## config.mk

```make
export PLATFORM = sky130hd
export DESIGN_NAME = power_mode_ctrl
export DESIGN_NICKNAME = d
export VERILOG_FILES = /design/src/power_mode_ctrl.v /design/src/timeout_counter.v
export VERILOG_INCLUDE_DIRS = /design/src
export SDC_FILE = /design/constraint.sdc
export NUM_CORES = 1
export LEC_CHECK = 0
export ABC_AREA = 1
export BUFFER_PORTS_ARGS = -buffer_cell sky130_fd_sc_hd__buf_4
export CAP_MARGIN = 20
export CORE_ASPECT_RATIO = 1.2
export CORE_MARGIN = 8
export CORE_UTILIZATION = 44
export CTS_CLUSTER_SIZE = 16
export DETAILED_ROUTE_END_ITERATION = 7
export GPL_ROUTABILITY_DRIVEN = 0
export SETUP_SLACK_MARGIN = 0.2
export SKIP_CTS_REPAIR_TIMING = 1
export SLEW_MARGIN = 15
export SYNTH_ARGS = -nofsm -noshare
export SYNTH_HDL_FRONTEND = slang
export SYNTH_SLANG_ARGS = --single-unit
```

## constraint.sdc

```tcl
create_clock -name clk -period 4.1 [get_ports clk]
set_input_delay 1.23 -clock clk [delete_from_list [all_inputs] [get_ports clk]]
set_output_delay 1.23 -clock clk [all_outputs]
set_load 0.03 [all_outputs]
```

## src/power_mode_regs.vh

```
// constants for the power mode and regulator control block
// assumes a byte-wide register port and a 100 MHz system clock
`ifndef POWER_MODE_REGS_VH
`define POWER_MODE_REGS_VH

`define ADDR_REGULATOR_CONTROL 8'hc9
`define ADDR_POWER_CONTROL 8'h87
`define ADDR_OSCILLATOR_CONTROL 8'hb2
`define ADDR_MODE_CONTROL 8'hb3
`define ADDR_MODE_STATUS 8'hb4

`define BIT_USB_REG_DISABLE 7
`define BIT_WAKE_PIN_LEVEL 6
`define BIT_USB_REG_LOW_POWER 4
`define BIT_STOP_REG_SHUTDOWN 3
`define BIT_CORE_REG_LOW_POWER 1
`define BIT_IDLE_SELECT 0
`define BIT_STOP_SELECT 1
`define BIT_SUSPEND 5
`define BIT_WATCHDOG_EN 0
`define BIT_MISSING_CLK_EN 1
`define BIT_WAKE_INT_EN 2

`define REG_CTRL_WRITE_MASK 8'h9a
`define OSC_CTRL_WRITE_MASK 8'hdf
`define RESET_BYTE 8'h00
`define RESET_VECTOR 16'h0000

`define MODE_RUN 2'h0
`define MODE_IDLE 2'h1
`define MODE_STOP 2'h2
`define MODE_SUSPEND 2'h3

`define WATCHDOG_TIMEOUT_US 100
`define MISSING_CLK_TIMEOUT_US 100
`define CLOCK_MHZ 100
`define CNT_W 16

`endif

```

## src/power_mode_ctrl.v

```verilog
// power mode and regulator control: idle, stop, suspend and regulator bits
// assumes the cpu gives a one-cycle instr_done pulse and synchronous inputs
//
// Operation
// - control bit 7 high disables the usb regulator, low enables it
// - control bit 6 is read only and shows the wake pin level
// - control bit 4 puts the usb regulator into low power suspend mode
// - control bit 3 shuts the core regulator in stop; only pin reset works
// - control bit 1 sets core regulator low power; not while usb regulator off
// - idle select halts the cpu after the writing instruction; state kept
// - enabled interrupt during idle clears idle and resumes the cpu
// - any reset ends idle, stop or suspend and restarts at address zero
// - enabled watchdog keeps running in idle and resets the device
// - stop select stops oscillator, cpu and peripherals after the instruction
// - only a reset ends stop mode; interrupts do not
// - enabled missing clock detector resets the device out of stop
// - suspend bit halts the internal oscillator after the instruction
// - wake pin edge or reset ends suspend; wake interrupt then serviced
// - idle and stop select bits always read as zero
// - wake pin interrupt on either edge, no pending flag
`timescale 1ns/1ps
`default_nettype none
`include "power_mode_regs.vh"

module power_mode_ctrl (
   input wire clk,
   input wire nrst,
   input wire [7:0] addr,
   input wire [7:0] wdata,
   input wire wr,
   input wire rd,
   output reg [7:0] rdata,
   input wire instr_done,
   input wire irq_pending,
   input wire wake_pin,
   input wire reset_pin,
   input wire watchdog_kick,
   output wire cpu_halt,
   output wire periph_clk_stop,
   output wire hf_osc_enable,
   output reg usb_regulator_enable,
   output reg usb_regulator_low_power,
   output reg core_regulator_on,
   output reg core_regulator_low_power,
   output wire wake_irq,
   output reg sys_reset,
   output wire [15:0] fetch_addr
);
   localparam [1:0] ST_RUN = `MODE_RUN;
   localparam [1:0] ST_IDLE = `MODE_IDLE;
   localparam [1:0] ST_STOP = `MODE_STOP;
   localparam [1:0] ST_SUSPEND = `MODE_SUSPEND;
   localparam integer WD_CYC = `WATCHDOG_TIMEOUT_US * `CLOCK_MHZ;
   localparam integer MCD_CYC = `MISSING_CLK_TIMEOUT_US * `CLOCK_MHZ;

   reg [7:0] reg_ctrl_q;
   reg [7:0] osc_ctrl_q;
   reg [7:0] mode_ctrl_q;
   reg idle_req_q;
   reg stop_req_q;
   reg susp_req_q;
   reg [1:0] state_q;
   reg [1:0] state_d;
   reg wake_prev_q;
   reg wake_irq_q;
   reg stop_shutdown_q;
   wire wr_reg_ctrl;
   wire wr_power;
   wire wr_osc;
   wire wr_mode;
   wire wake_edge;
   wire wd_expired;
   wire mcd_expired;
   wire int_reset;
   wire any_reset;
   wire [7:0] reg_ctrl_rd;
   wire [7:0] power_rd;

   assign wr_reg_ctrl = wr && (addr == `ADDR_REGULATOR_CONTROL);
   assign wr_power = wr && (addr == `ADDR_POWER_CONTROL);
   assign wr_osc = wr && (addr == `ADDR_OSCILLATOR_CONTROL);
   assign wr_mode = wr && (addr == `ADDR_MODE_CONTROL);

   // regulator control byte
   always @(posedge clk or negedge nrst) begin
      if (!nrst) begin
         reg_ctrl_q <= `RESET_BYTE;
      end else if (any_reset) begin
         reg_ctrl_q <= `RESET_BYTE;
      end else if (wr_reg_ctrl) begin
         reg_ctrl_q <= wdata & `REG_CTRL_WRITE_MASK;
      end
   end

   // oscillator control byte, suspend bit is masked out and always reads as zero
   always @(posedge clk or negedge nrst) begin
      if (!nrst) begin
         osc_ctrl_q <= `RESET_BYTE;
      end else if (any_reset) begin
         osc_ctrl_q <= `RESET_BYTE;
      end else if (wr_osc) begin
         osc_ctrl_q <= wdata & `OSC_CTRL_WRITE_MASK;
      end
   end

   // watchdog, missing clock detector and wake interrupt enables
   always @(posedge clk or negedge nrst) begin
      if (!nrst) begin
         mode_ctrl_q <= `RESET_BYTE;
      end else if (any_reset) begin
         mode_ctrl_q <= `RESET_BYTE;
      end else if (wr_mode) begin
         mode_ctrl_q <= wdata;
      end
   end

   // mode requests wait for the writing instruction to complete
   always @(posedge clk or negedge nrst) begin
      if (!nrst) begin
         idle_req_q <= 1'b0;
         stop_req_q <= 1'b0;
         susp_req_q <= 1'b0;
      end else if (any_reset) begin
         idle_req_q <= 1'b0;
         stop_req_q <= 1'b0;
         susp_req_q <= 1'b0;
      end else begin
         // a new request written beside instr_done wins over the clear
         if (instr_done) begin
            idle_req_q <= 1'b0;
            stop_req_q <= 1'b0;
            susp_req_q <= 1'b0;
         end
         if (wr_power && wdata[`BIT_IDLE_SELECT]) begin
            idle_req_q <= 1'b1;
         end
         if (wr_power && wdata[`BIT_STOP_SELECT]) begin
            stop_req_q <= 1'b1;
         end
         if (wr_osc && wdata[`BIT_SUSPEND]) begin
            susp_req_q <= 1'b1;
         end
      end
   end

   // wake pin either-edge detect, no pending flag
   always @(posedge clk or negedge nrst) begin
      if (!nrst) begin
         wake_prev_q <= 1'b0;
         wake_irq_q <= 1'b0;
      end else begin
         wake_prev_q <= wake_pin;
         wake_irq_q <= wake_edge && mode_ctrl_q[`BIT_WAKE_INT_EN];
      end
   end
   assign wake_edge = wake_pin ^ wake_prev_q;
   assign wake_irq = wake_irq_q;

   timeout_counter #(
      .LIMIT(WD_CYC[`CNT_W-1:0])
   ) u_watchdog (
      .clk(clk),
      .nrst(nrst),
      .run(mode_ctrl_q[`BIT_WATCHDOG_EN] && (state_q != ST_STOP)),
      .kick(watchdog_kick),
      .expired(wd_expired)
   );

   timeout_counter #(
      .LIMIT(MCD_CYC[`CNT_W-1:0])
   ) u_missing_clk (
      .clk(clk),
      .nrst(nrst),
      .run(mode_ctrl_q[`BIT_MISSING_CLK_EN] && (state_q == ST_STOP)),
      .kick(1'b0),
      .expired(mcd_expired)
   );

   // internal resets are lost when the core regulator is shut in stop
   assign int_reset = (wd_expired || mcd_expired) && !stop_shutdown_q;
   assign any_reset = reset_pin || int_reset;

   // mode state machine
   always @* begin
      state_d = state_q;
      case (state_q)
         ST_RUN: begin
            if (instr_done && stop_req_q) begin
               state_d = ST_STOP;
            end else if (instr_done && idle_req_q) begin
               state_d = ST_IDLE;
            end else if (instr_done && susp_req_q) begin
               state_d = ST_SUSPEND;
            end
         end
         ST_IDLE: begin
            if (irq_pending) begin
               state_d = ST_RUN;
            end
         end
         ST_STOP: begin
            state_d = ST_STOP;
         end
         ST_SUSPEND: begin
            if (wake_edge) begin
               state_d = ST_RUN;
            end
         end
         default: begin
            state_d = ST_RUN;
         end
      endcase
   end

   always @(posedge clk or negedge nrst) begin
      if (!nrst) begin
         state_q <= ST_RUN;
         stop_shutdown_q <= 1'b0;
         sys_reset <= 1'b0;
      end else begin
         state_q <= any_reset ? ST_RUN : state_d;
         sys_reset <= any_reset;
         if (any_reset) begin
            stop_shutdown_q <= 1'b0;
         end else if (state_q == ST_RUN && state_d == ST_STOP) begin
            stop_shutdown_q <= reg_ctrl_q[`BIT_STOP_REG_SHUTDOWN];
         end
      end
   end

   assign cpu_halt = (state_q == ST_IDLE) || (state_q == ST_STOP);
   assign periph_clk_stop = (state_q == ST_STOP);
   assign hf_osc_enable = (state_q == ST_RUN) || (state_q == ST_IDLE);
   assign fetch_addr = `RESET_VECTOR;

   // regulator drive outputs
   always @(posedge clk or negedge nrst) begin
      if (!nrst) begin
         usb_regulator_enable <= 1'b1;
         usb_regulator_low_power <= 1'b0;
         core_regulator_on <= 1'b1;
         core_regulator_low_power <= 1'b0;
      end else begin
         usb_regulator_enable <= !reg_ctrl_q[`BIT_USB_REG_DISABLE];
         usb_regulator_low_power <= reg_ctrl_q[`BIT_USB_REG_LOW_POWER];
         core_regulator_on <= !((state_q == ST_STOP) && stop_shutdown_q);
         // low power only honoured while the usb regulator is enabled
         core_regulator_low_power <= reg_ctrl_q[`BIT_CORE_REG_LOW_POWER] &&
            !reg_ctrl_q[`BIT_USB_REG_DISABLE];
      end
   end

   assign reg_ctrl_rd = {reg_ctrl_q[7], wake_pin, reg_ctrl_q[5:0]};
   assign power_rd = `RESET_BYTE;

   // read data one cycle after the read strobe
   always @(posedge clk or negedge nrst) begin
      if (!nrst) begin
         rdata <= `RESET_BYTE;
      end else if (rd) begin
         case (addr)
            `ADDR_REGULATOR_CONTROL: rdata <= reg_ctrl_rd;
            `ADDR_POWER_CONTROL: rdata <= power_rd;
            `ADDR_OSCILLATOR_CONTROL: rdata <= osc_ctrl_q;
            `ADDR_MODE_CONTROL: rdata <= mode_ctrl_q;
            `ADDR_MODE_STATUS: rdata <= {6'h00, state_q};
            default: rdata <= `RESET_BYTE;
         endcase
      end else begin
         rdata <= `RESET_BYTE;
      end
   end
endmodule
`default_nettype wire

```

## src/timeout_counter.v

```verilog
// timeout counter that raises a reset request when it runs out
// assumes a synchronous run level from the mode controller
`timescale 1ns/1ps
`default_nettype none
`include "power_mode_regs.vh"

module timeout_counter #(
   parameter [`CNT_W-1:0] LIMIT = 16'd10000
) (
   input wire clk,
   input wire nrst,
   input wire run,
   input wire kick,
   output wire expired
);
   reg [`CNT_W-1:0] count_q;
   reg expired_q;

   always @(posedge clk or negedge nrst) begin
      if (!nrst) begin
         count_q <= {`CNT_W{1'b0}};
         expired_q <= 1'b0;
      end else if (!run || kick) begin
         count_q <= {`CNT_W{1'b0}};
         expired_q <= 1'b0;
      end else if (count_q >= LIMIT - 16'd1) begin
         expired_q <= 1'b1;
      end else begin
         count_q <= count_q + 16'd1;
      end
   end

   assign expired = expired_q;
endmodule
`default_nettype wire

```

==> results of run 1 <==
## how the worst min path moves through the flow
| stage | startpoint | end | slack, ps | cells after the start |
|---|---|---|---|---|
| after floorplan | reg_ctrl_q[4] | usb_regulator_low_power | 370 | 0 |
| after global placement | reg_ctrl_q[4] | usb_regulator_low_power | 410 | 0 |
| after detailed placement | reg_ctrl_q[4] | usb_regulator_low_power | 400 | 0 |
| after CTS | reg_ctrl_q[4] | usb_regulator_low_power | 430 | 0 |
| after global routing | reg_ctrl_q[4] | usb_regulator_low_power | 440 | 0 |
| final | reg_ctrl_q[4] | usb_regulator_low_power | 420 | 0 |
## through the flow
| stage | std cells | power, uW | cell area, um^2 | utilization (%) |
|---|---|---|---|---|
| 4_1_cts | 700 | 1580 | 4700 | 51.8 |
| 6_report | 700 | 1560 | 4700 | 51.8 |
| 3_5_place_dp | 684 | 917 | 4470 | 49.3 |
| 2_1_floorplan | 547 | 866 | 4190 | - |
| 5_1_grt | 700 | 1620 | 4700 | 51.8 |
| 3_3_place_gp | 684 | 915 | 4470 | 49.3 |
## worst reg2reg max path, cell delays in order, from the launching register on
cell      delay [ps]
dfrtp_1          420
inv_1            110
ha_1             310
nand2_1          350
clkinv_1         540
nand2_2          350
nand2_1           80
o21a_1           100
## cell usage in the layout, fill, tap and decap left out, types with 3 or more instances in the layout
master	count
a21oi_1	10
buf_4	41
clkbuf_8	10
conb_1	16
dfrtp_1	72
ha_1	6
inv_1	74
inv_2	4
nand2_1	129
nand2_2	5
nand2_4	3
nand3_1	60
nand4_1	11
nor2_1	46
nor2_2	3
nor3_1	13
nor3_2	3
o211ai_1	3
o21ai_0	25
o21ai_1	5
o31ai_1	3
xor2_1	11
## power groups by stage
stage                     Combinational [uW]  Clock [uW]  Sequential (uW)
after floorplan                         90.9           0              775
after global placement                   144           0              770
after detailed placement                 146           0              771
after CTS                                147         674              756
after global routing                     161         697              758
final                                    144         659              756
## layer usage
layer | GRT usage [%] | up-vias | wire [um]
li1 | - | 1747 | -
met1 | 17.8 | 1588 | 4150
met2 | 25.4 | 63 | 4710
met3 | 2.83 | 13 | 348
met4 | 7.43 | 0 | 139
met5 | 0 | - | 0
## logic make-up after synthesis
kind of cell	count (synthesis)	synth area share, %
AOI/OAI and AO/OA	54	7.80
xor gates and xnor gates	12	2.54
adders and majority gates	6	1.81
buffers and inverters	103	11.4
DFF	74	44.8
other	1	0.0907
and+or+nand+nor	282	31.5
## registers in the layout, indices dropped and copies added, names as in the netlist
name / cells
u_missing_clk.count_q: 16
u_watchdog.count_q: 16
mode_ctrl_q: 8
rdata: 8
osc_ctrl_q: 7
reg_ctrl_q: 4
state_q: 2
core_regulator_low_power: 1
core_regulator_on: 1
idle_req_q: 1
stop_req_q: 1
stop_shutdown_q: 1
susp_req_q: 1
sys_reset: 1
u_missing_clk.expired: 1
u_watchdog.expired: 1
usb_regulator_enable: 1
usb_regulator_low_power: 1
wake_irq: 1
wake_prev_q: 1
## area by class of cell
type / count / share of cell area [%]
clock buffer: 11 / 3.01
tap: 120 / 3.19
timing repair buffer: 41 / 6.55
clock inverter: 5 / 1.84
inverter: 79 / 6.31
multi-input combinational: 370 / 39.7
sequential: 74 / 39.4
==> flow_summary_export.csv, run 1 <==
group,metric,value,unit
power_and_ir_drop,ir_drop,0.000251,V
power_and_ir_drop,leakagePower,0.00234,uW
logic_synthesis,synthArstFlopShare,100,%
sta,tns,0,ps
power_and_ir_drop,seq_power_share,48.5,%
final_layout,diodes,0,
sta,finalSetupViolCount,0,
routing,drtIter0Drc,129,
final_layout,ff_latch_area,1850,um^2
clock_tree,path_clk_slew,80,ps
logic_synthesis,synth_top_area_share,43.6,%
routing,dr.pass1.iters,4,
sta,hold_viol,0,
setup_path,max_stage_delay,430,ps
final_layout,drive_gt1_share,15.2,%
clock_tree,cts_num_sinks,74,
logic_synthesis,synth-edff-count,0,
place,dp_hpwl,6860,um
global_route,grtUsageTotal,14.9,%
power_and_ir_drop,power.density,332,nW/um^2
final_layout,fin_nets,606,
sta,hold_slack,423,ps
clock_tree,cts_buffers,9,
clock_tree,root_buffer,"clkbuf_8",
sta,period_needed,2720,ps
clock_tree,htreeDepth,3,
sta,rsz0062_at_grt,"no",
hold_path,hold_class,"flip-flop to flip-flop",
logic_synthesis,synth_seq_cells,74,
setup_path,worstPathArrival,1490,ps
setup_path,timing.rr.start,"state_q[0]",
setup_path,crit_chain,"inv_1 -> ha_1 -> buf_4",
logic_synthesis,syn_area,4140,um^2
setup_path,rrSetupSlack,1730,ps
sta,final.setup.worst_slack,1380,ps
logic_synthesis,seq_area_frac_synth,44.8,%
logic_synthesis,ys_warn_count,0,
global_route,antenna_found_initial,0,
global_route,overflow,0,
power_and_ir_drop,p_int,1150,uW
setup_path,cp_top_family,"flip-flops",
floorplan,die_width,105,um
global_route,grt_max_degree,75,
floorplan,design.core.area,9080,um^2
logic_synthesis,syn_inst,532,
power_and_ir_drop,pwr-share-comb,9.3,%
place,pre_cts_ws,1590,ps
power_and_ir_drop,netSwitchingFraction,26.1,%
setup_path,start_kind,"flip-flop",
floorplan,ios,58,
sta,slew_headroom,37.3,%
setup_path,rr_worst_depth,7,
floorplan,fp.dieArea,12800,um^2
setup_path,cp_max_fo,5,
clock_tree,cts_buffer_depth,2,
clock_tree,cts_tree,"built",
place,io_buffers,41,
routing,vias,3411,
floorplan,fp.dieH,122,um
logic_synthesis,synth_area_leader_cell,"dfrtp_1",
routing,vias_per_cell,4.87,
logic_synthesis,syn_area_per_cell,7.78,um^2
global_route,grt_pass1_wl,15500,um
global_route,grt_pass1_vias,3243,
power_and_ir_drop,p_clk_share,42.2,%
final_layout,num-fill-cells,910,
clock_tree,clk_latency,360,ps
routing,wl_per_cell,13.4,um
setup_path,path_buf_inv,2,
final_layout,multi_input_area,1870,um^2
routing,final_antenna_net_count,0,
routing,drt_wl_total,9350,um
sta,post-route-period-util,66.2,%
sta,max_freq,0.368,GHz
setup_path,end_kind,"output pin",
final_layout,area_growth,13.7,%
logic_synthesis,synthTopCellsByArea,"dfrtp_1 44%, nand2_1 12%, nand3_1 7.3%, inv_1 6.7%, nor2_1 4.2%",
sta,worst_clock_skew,8.31,ps
floorplan,initial_core_util,45.5,%
status,status,"completed",
sta,max_slew.worst_pin.slew,941,ps
logic_synthesis,ys.flop_type,"dfrtp_1",
sta,slew_viol_final,0,
setup_path,reg2reg_to,"u_missing_clk.count_q[0]",
setup_path,cp_num_cells,3,
flow_run,maxCapViolations,0,
floorplan,rows,38,
logic_synthesis,yosysMostFrequentCell,"nand2_1",
logic_synthesis,ys_types,38,
setup_path,cp-startpoint,"state_q[0]",
power_and_ir_drop,power_switching,408,uW
logic_synthesis,synth_top_cells_by_count,"129 x nand2_1, 74 x inv_1, 72 x dfrtp_1",
setup_path,required,2870,ps
setup_path,crit_slowest_cell,"dfrtp_1",
routing,drc,0,
setup_path,path_class,"flip-flop to output pin",
setup_path,cp-endpoint,"periph_clk_stop",
Power figures use the tool's default switching activity.
==> run 2: changes to the inputs <==
==> constraint.sdc (replaced) <==
create_clock -name clk -period 2.8 [get_ports clk]
set_input_delay 0.84 -clock clk [delete_from_list [all_inputs] [get_ports clk]]
set_output_delay 0.84 -clock clk [all_outputs]
set_load 0.03 [all_outputs]
==> run 2 against run 1 <==
Compared with the run above:
- count of clock-buffer cells in the layout shrank 1
- largest power group unchanged
- critical endpoint unchanged
- setup slack lost 850 ps
- final cell count grew 0.29%
- combinational power grew 49%
- global-route usage grew 0.39 points
- critical path type unchanged
- highest routed layer unchanged
- hold slack is essentially flat
- sequential share of layout area shrank 0.17 points
==> flow_summary_export.csv, run 2 (synthesized netlist as in run 1, its figures left out) <==
group,metric,value,unit
sta,rsz0062_at_grt,"no",
global_route,grt_use_met1,18.8,%
final_layout,diodes,0,
routing,drt_wl_total,9130,um
setup_path,crit_chain,"inv_1 -> ha_1 -> buf_4",
setup_path,cp_max_fo,5,
power_and_ir_drop,leakagePower,0.00234,uW
clock_tree,cts_num_sinks,74,
sta,period_needed,2270,ps
floorplan,ios,58,
sta,max_freq,0.441,GHz
setup_path,start_kind,"flip-flop",
clock_tree,cts_buffer_depth,2,
clock_tree,root_buffer,"clkbuf_8",
global_route,grt_max_degree,43,
routing,vias,3402,
clock_tree,clk_latency,340,ps
flow_run,maxCapViolations,0,
final_layout,drive_gt1_share,15.5,%
global_route,grt_pass1_vias,3526,
setup_path,crit_slowest_cell,"dfrtp_1",
floorplan,rows,38,
floorplan,fp.dieH,122,um
sta,max_slew.worst_pin.slew,569,ps
floorplan,initial_core_util,45.5,%
floorplan,die_width,105,um
status,status,"completed",
setup_path,end_kind,"output pin",
routing,drc,0,
place,io_buffers,41,
global_route,antenna_found_initial,0,
hold_path,hold_class,"flip-flop to flip-flop",
setup_path,rr_worst_depth,7,
sta,hold_viol,0,
final_layout,fin_nets,608,
floorplan,fp.dieArea,12800,um^2
clock_tree,path_clk_slew,80,ps
hold_path,hold_depth,0,
sta,post-route-period-util,81.0,%
sta,slew_viol_final,0,
power_and_ir_drop,fin_total_pwr,2240,uW
routing,final_antenna_net_count,0,
setup_path,path_buf_inv,2,
clock_tree,cts_tree,"built",
final_layout,final_cell_mix,"129 x nand2_1, 74 x inv_1, 72 x dfrtp_1",
power_and_ir_drop,power.density,474,nW/um^2
clock_tree,htreeDepth,3,
routing,vias_per_cell,4.85,
routing,drtIter0Drc,134,
place,place_area,4500,um^2
final_layout,layout_commonest_cell,"nand2_1",
global_route,overflow,0,
global_route,grt_pass1_wl,16200,um
global_route,grtUsageTotal,15.3,%
place,dp_hpwl,6920,um
global_route,grtUsageMet3,3.46,%
sta,slew_headroom,62.0,%
setup_path,rrSetupSlack,810,ps
sta,tns,0,ps
final_layout,area_growth,14.2,%
setup_path,cp_num_cells,3,
final_layout,finalInstanceArea,4720,um^2
setup_path,path_class,"flip-flop to output pin",
setup_path,worstPathArrival,1430,ps
setup_path,max_stage_delay,430,ps
sta,worst_clock_skew,10.2,ps
global_route,use_met2,26.4,%
sta,finalSetupViolCount,0,
setup_path,cp_top_family,"flip-flops",
global_route,top_usage_layer,"met2",
routing,dr.pass1.iters,4,
setup_path,required,1960,ps
floorplan,design.core.area,9080,um^2
clock_tree,cts_buffers,9,
routing,wl_per_cell,13.0,um
power_and_ir_drop,ir_drop,0.000236,V
final_layout,top_regs,"u_missing_clk.count_q: 16 flops, u_watchdog.count_q: 16 flops",
-- run 2: area by class of cell --
cell class / instances / area [um^2]
Multi-Input combinational cell: 370 / 1870
Inverter: 79 / 297
Fill cell: 889 / 4360
Clock inverter: 6 / 92.6
Sequential cell: 74 / 1850
Clock buffer: 10 / 128
Timing Repair Buffer: 43 / 335
Tap cell: 120 / 150
-- run 2: worst register-to-register path, delay by kind of cell, from the launching register on --
family	cells	cell delay [ps]
AO/OA/AOI/OAI	1	70
adder cells (fa/ha/maj)	1	300
buffers and inverters	2	350
flip-flops	1	420
AND/OR/NAND/NOR	3	780
-- run 2: metrics by stage --
step | instances | setup slack, ps | hold WS, ps | utilization [%]
6_report | 702 | 531 | 424 | 52.0
3_3_place_gp | 686 | 724 | 405 | 49.6
3_5_place_dp | 686 | 671 | 397 | 49.6
2_1_floorplan | 547 | 1010 | 374 | -
5_1_grt | 702 | 405 | 449 | 52.0
4_1_cts | 702 | 485 | 423 | 52.0
-- run 2: per-layer routing --
metal  wire length, um  up-vias
met4                91        0
met5                 0        -
met2              4560       68
met1              4190     1575
li1                  -     1750
met3               293        9
-- run 2: final timing paths --
| check | startpoint | end |
|---|---|---|
| worst max-delay path | state_q[0] | periph_clk_stop |
| max in group asynchronous | nrst | usb_regulator_enable |
| min in group asynchronous | nrst | u_watchdog.count_q[2] |
| worst min-delay path | reg_ctrl_q[4] | usb_regulator_low_power |
| worst min register to register | reg_ctrl_q[4] | usb_regulator_low_power |
| worst max register to register | state_q[0] | u_watchdog.count_q[0] |
-- run 2: where the power goes --
group	total (uW)	internal (uW)	leakage [uW]	switching, uW
sequential	1110	1090	0.00101	16.0
clock	917	505	0.000103	412
combinational	215	65.8	0.00123	149
==> run 3: changes to the inputs <==
==> constraint.sdc (replaced) <==
create_clock -name clk -period 2.2 [get_ports clk]
set_input_delay 0.66 -clock clk [delete_from_list [all_inputs] [get_ports clk]]
set_output_delay 0.66 -clock clk [all_outputs]
set_load 0.03 [all_outputs]
==> run 3 against run 2 <==
Compared with the run above:
- first-iteration DRC count fell by 4.5%
- design area rose by 3.4%
- sequential power rose by 27%
- core utilization rose by 1.8 points
- highest routed layer unchanged
==> flow_summary_export.csv, run 3 (synthesized netlist as in run 1, its figures left out) <==
group,metric,value,unit
clock_tree,cts_num_sinks,74,
power_and_ir_drop,leakagePower,0.00242,uW
floorplan,design.core.area,9080,um^2
global_route,use_met2,28.0,%
global_route,grtUsageMet3,2.62,%
global_route,antenna_found_initial,0,
setup_path,max_stage_delay,440,ps
setup_path,timing.rr.start,"state_q[0]",
floorplan,initial_core_util,45.5,%
final_layout,area_growth,18.1,%
sta,hold_viol,0,
setup_path,rr_worst_depth,8,
final_layout,finalNonFillerCells,714,
power_and_ir_drop,ir_drop,0.000383,V
hold_path,hold_class,"input pin to asynchronous set/reset pin",
routing,drc,0,
floorplan,rows,38,
final_layout,drive_gt1_share,18.5,%
final_layout,finalInstanceArea,4880,um^2
clock_tree,clk_latency,370,ps
power_and_ir_drop,fin_total_pwr,3030,uW
sta,final.setup.worst_slack,184,ps
global_route,grt_pass1_vias,3491,
sta,worst_clock_skew,4.74,ps
clock_tree,root_buffer,"clkbuf_8",
power_and_ir_drop,power.density,619,nW/um^2
final_layout,final_cell_mix,"129 x nand2_1, 72 x dfrtp_1, 70 x inv_1",
floorplan,fp.dieArea,12800,um^2
flow_run,maxCapViolations,0,
status,status,"completed",
setup_path,path_class,"flip-flop to output pin",
final_layout,fin_nets,620,
routing,vias_per_cell,4.93,
floorplan,die_width,105,um
global_route,grt_use_met1,18.4,%
clock_tree,path_clk_slew,80,ps
floorplan,ios,58,
final_layout,top_regs,"u_missing_clk.count_q: 16 flops, u_watchdog.count_q: 16 flops",
final_layout,layout_commonest_cell,"nand2_1",
global_route,top_usage_layer,"met2",
clock_tree,htreeDepth,3,
sta,slew_headroom,63.9,%
global_route,grtUsageTotal,15.9,%
sta,rsz0062_at_grt,"yes",
setup_path,start_kind,"flip-flop",
routing,wl_per_cell,13.7,um
routing,dr.pass1.iters,4,
sta,slew_viol_final,0,
place,pre_cts_ws,323,ps
routing,vias,3522,
place,dp_hpwl,7290,um
sta,tns,0,ps
final_layout,diodes,0,
routing,drt_wl_total,9780,um
setup_path,crit_chain,"buf_6 -> ha_2 -> inv_2 -> nand2_1 -> buf_6",
sta,period_needed,2020,ps
setup_path,crit_slowest_cell,"dfrtp_1",
sta,max_freq,0.496,GHz
clock_tree,cts_tree,"built",
place,place_area,4530,um^2
sta,finalSetupViolCount,0,
setup_path,end_kind,"output pin",
place,io_buffers,41,
sta,max_slew.worst_pin.slew,538,ps
global_route,grt_pass1_wl,16500,um
routing,drtIter0Drc,128,
setup_path,cp_max_fo,4,
global_route,grt_max_degree,35,
clock_tree,cts_buffers,9,
routing,final_antenna_net_count,0,
global_route,overflow,0,
setup_path,cpMostUsedCell,"buf_6",
setup_path,rrSetupSlack,400,ps
setup_path,worstPathArrival,1360,ps
setup_path,required,1540,ps
sta,post-route-period-util,91.6,%
clock_tree,cts_buffer_depth,2,
place,place_inst,690,
floorplan,fp.dieH,122,um
setup_path,reg2reg_to,"u_missing_clk.count_q[0]",
-- run 3: report_power, final --
part	internal, uW	switching (uW)
sequential	1390	20.5
combinational	111	204
clock	750	550
-- run 3: cell type report --
| class | instances | area, um^2 |
|---|---|---|
| fillers | 876 | 4200 |
| multi-input cells | 370 | 1890 |
| flip-flops and latches | 74 | 1850 |
| repair buffers | 55 | 449 |
| inverters | 79 | 297 |
| well taps | 120 | 150 |
| clock buffers | 9 | 124 |
| clock inverters | 7 | 118 |
-- run 3: metal layers --
layer	vias to the layer above	wire (um)
li1	1783	-
met1	1658	4330
met2	62	4980
met3	19	243
met4	0	232
met5	-	0
-- run 3: worst max-delay path by stage --
stage | startpoint | endpoint | slack [ps] | depth (start not counted)
after global routing | state_q[0] | hf_osc_enable | 130 | 5
after detailed placement | addr[3] | osc_ctrl_q[2] | 320 | 8
after CTS | state_q[0] | periph_clk_stop | 60 | 3
final | state_q[0] | hf_osc_enable | 180 | 5
after global placement | addr[3] | mode_ctrl_q[0] | 370 | 6
after floorplan | state_q[0] | u_watchdog.count_q[2] | 520 | 8
-- run 3: stage by stage --
| stage | utilization [%] | hold WS (ps) |
|---|---|---|
| floorplan | - | 364 |
| global placement | 49.9 | 399 |
| detailed placement | 49.9 | 400 |
| CTS | 52.6 | 189 |
| global route | 53.8 | 197 |
| finish | 53.8 | 183 |
-- run 3: worst max-delay path, delay by kind of cell, from the launching register on --
| family | cells | cell delay (ps) |
|---|---|---|
| simple gates | 1 | 50 |
| buf+inv | 3 | 320 |
| flops | 1 | 440 |
| fa+ha+maj | 1 | 170 |
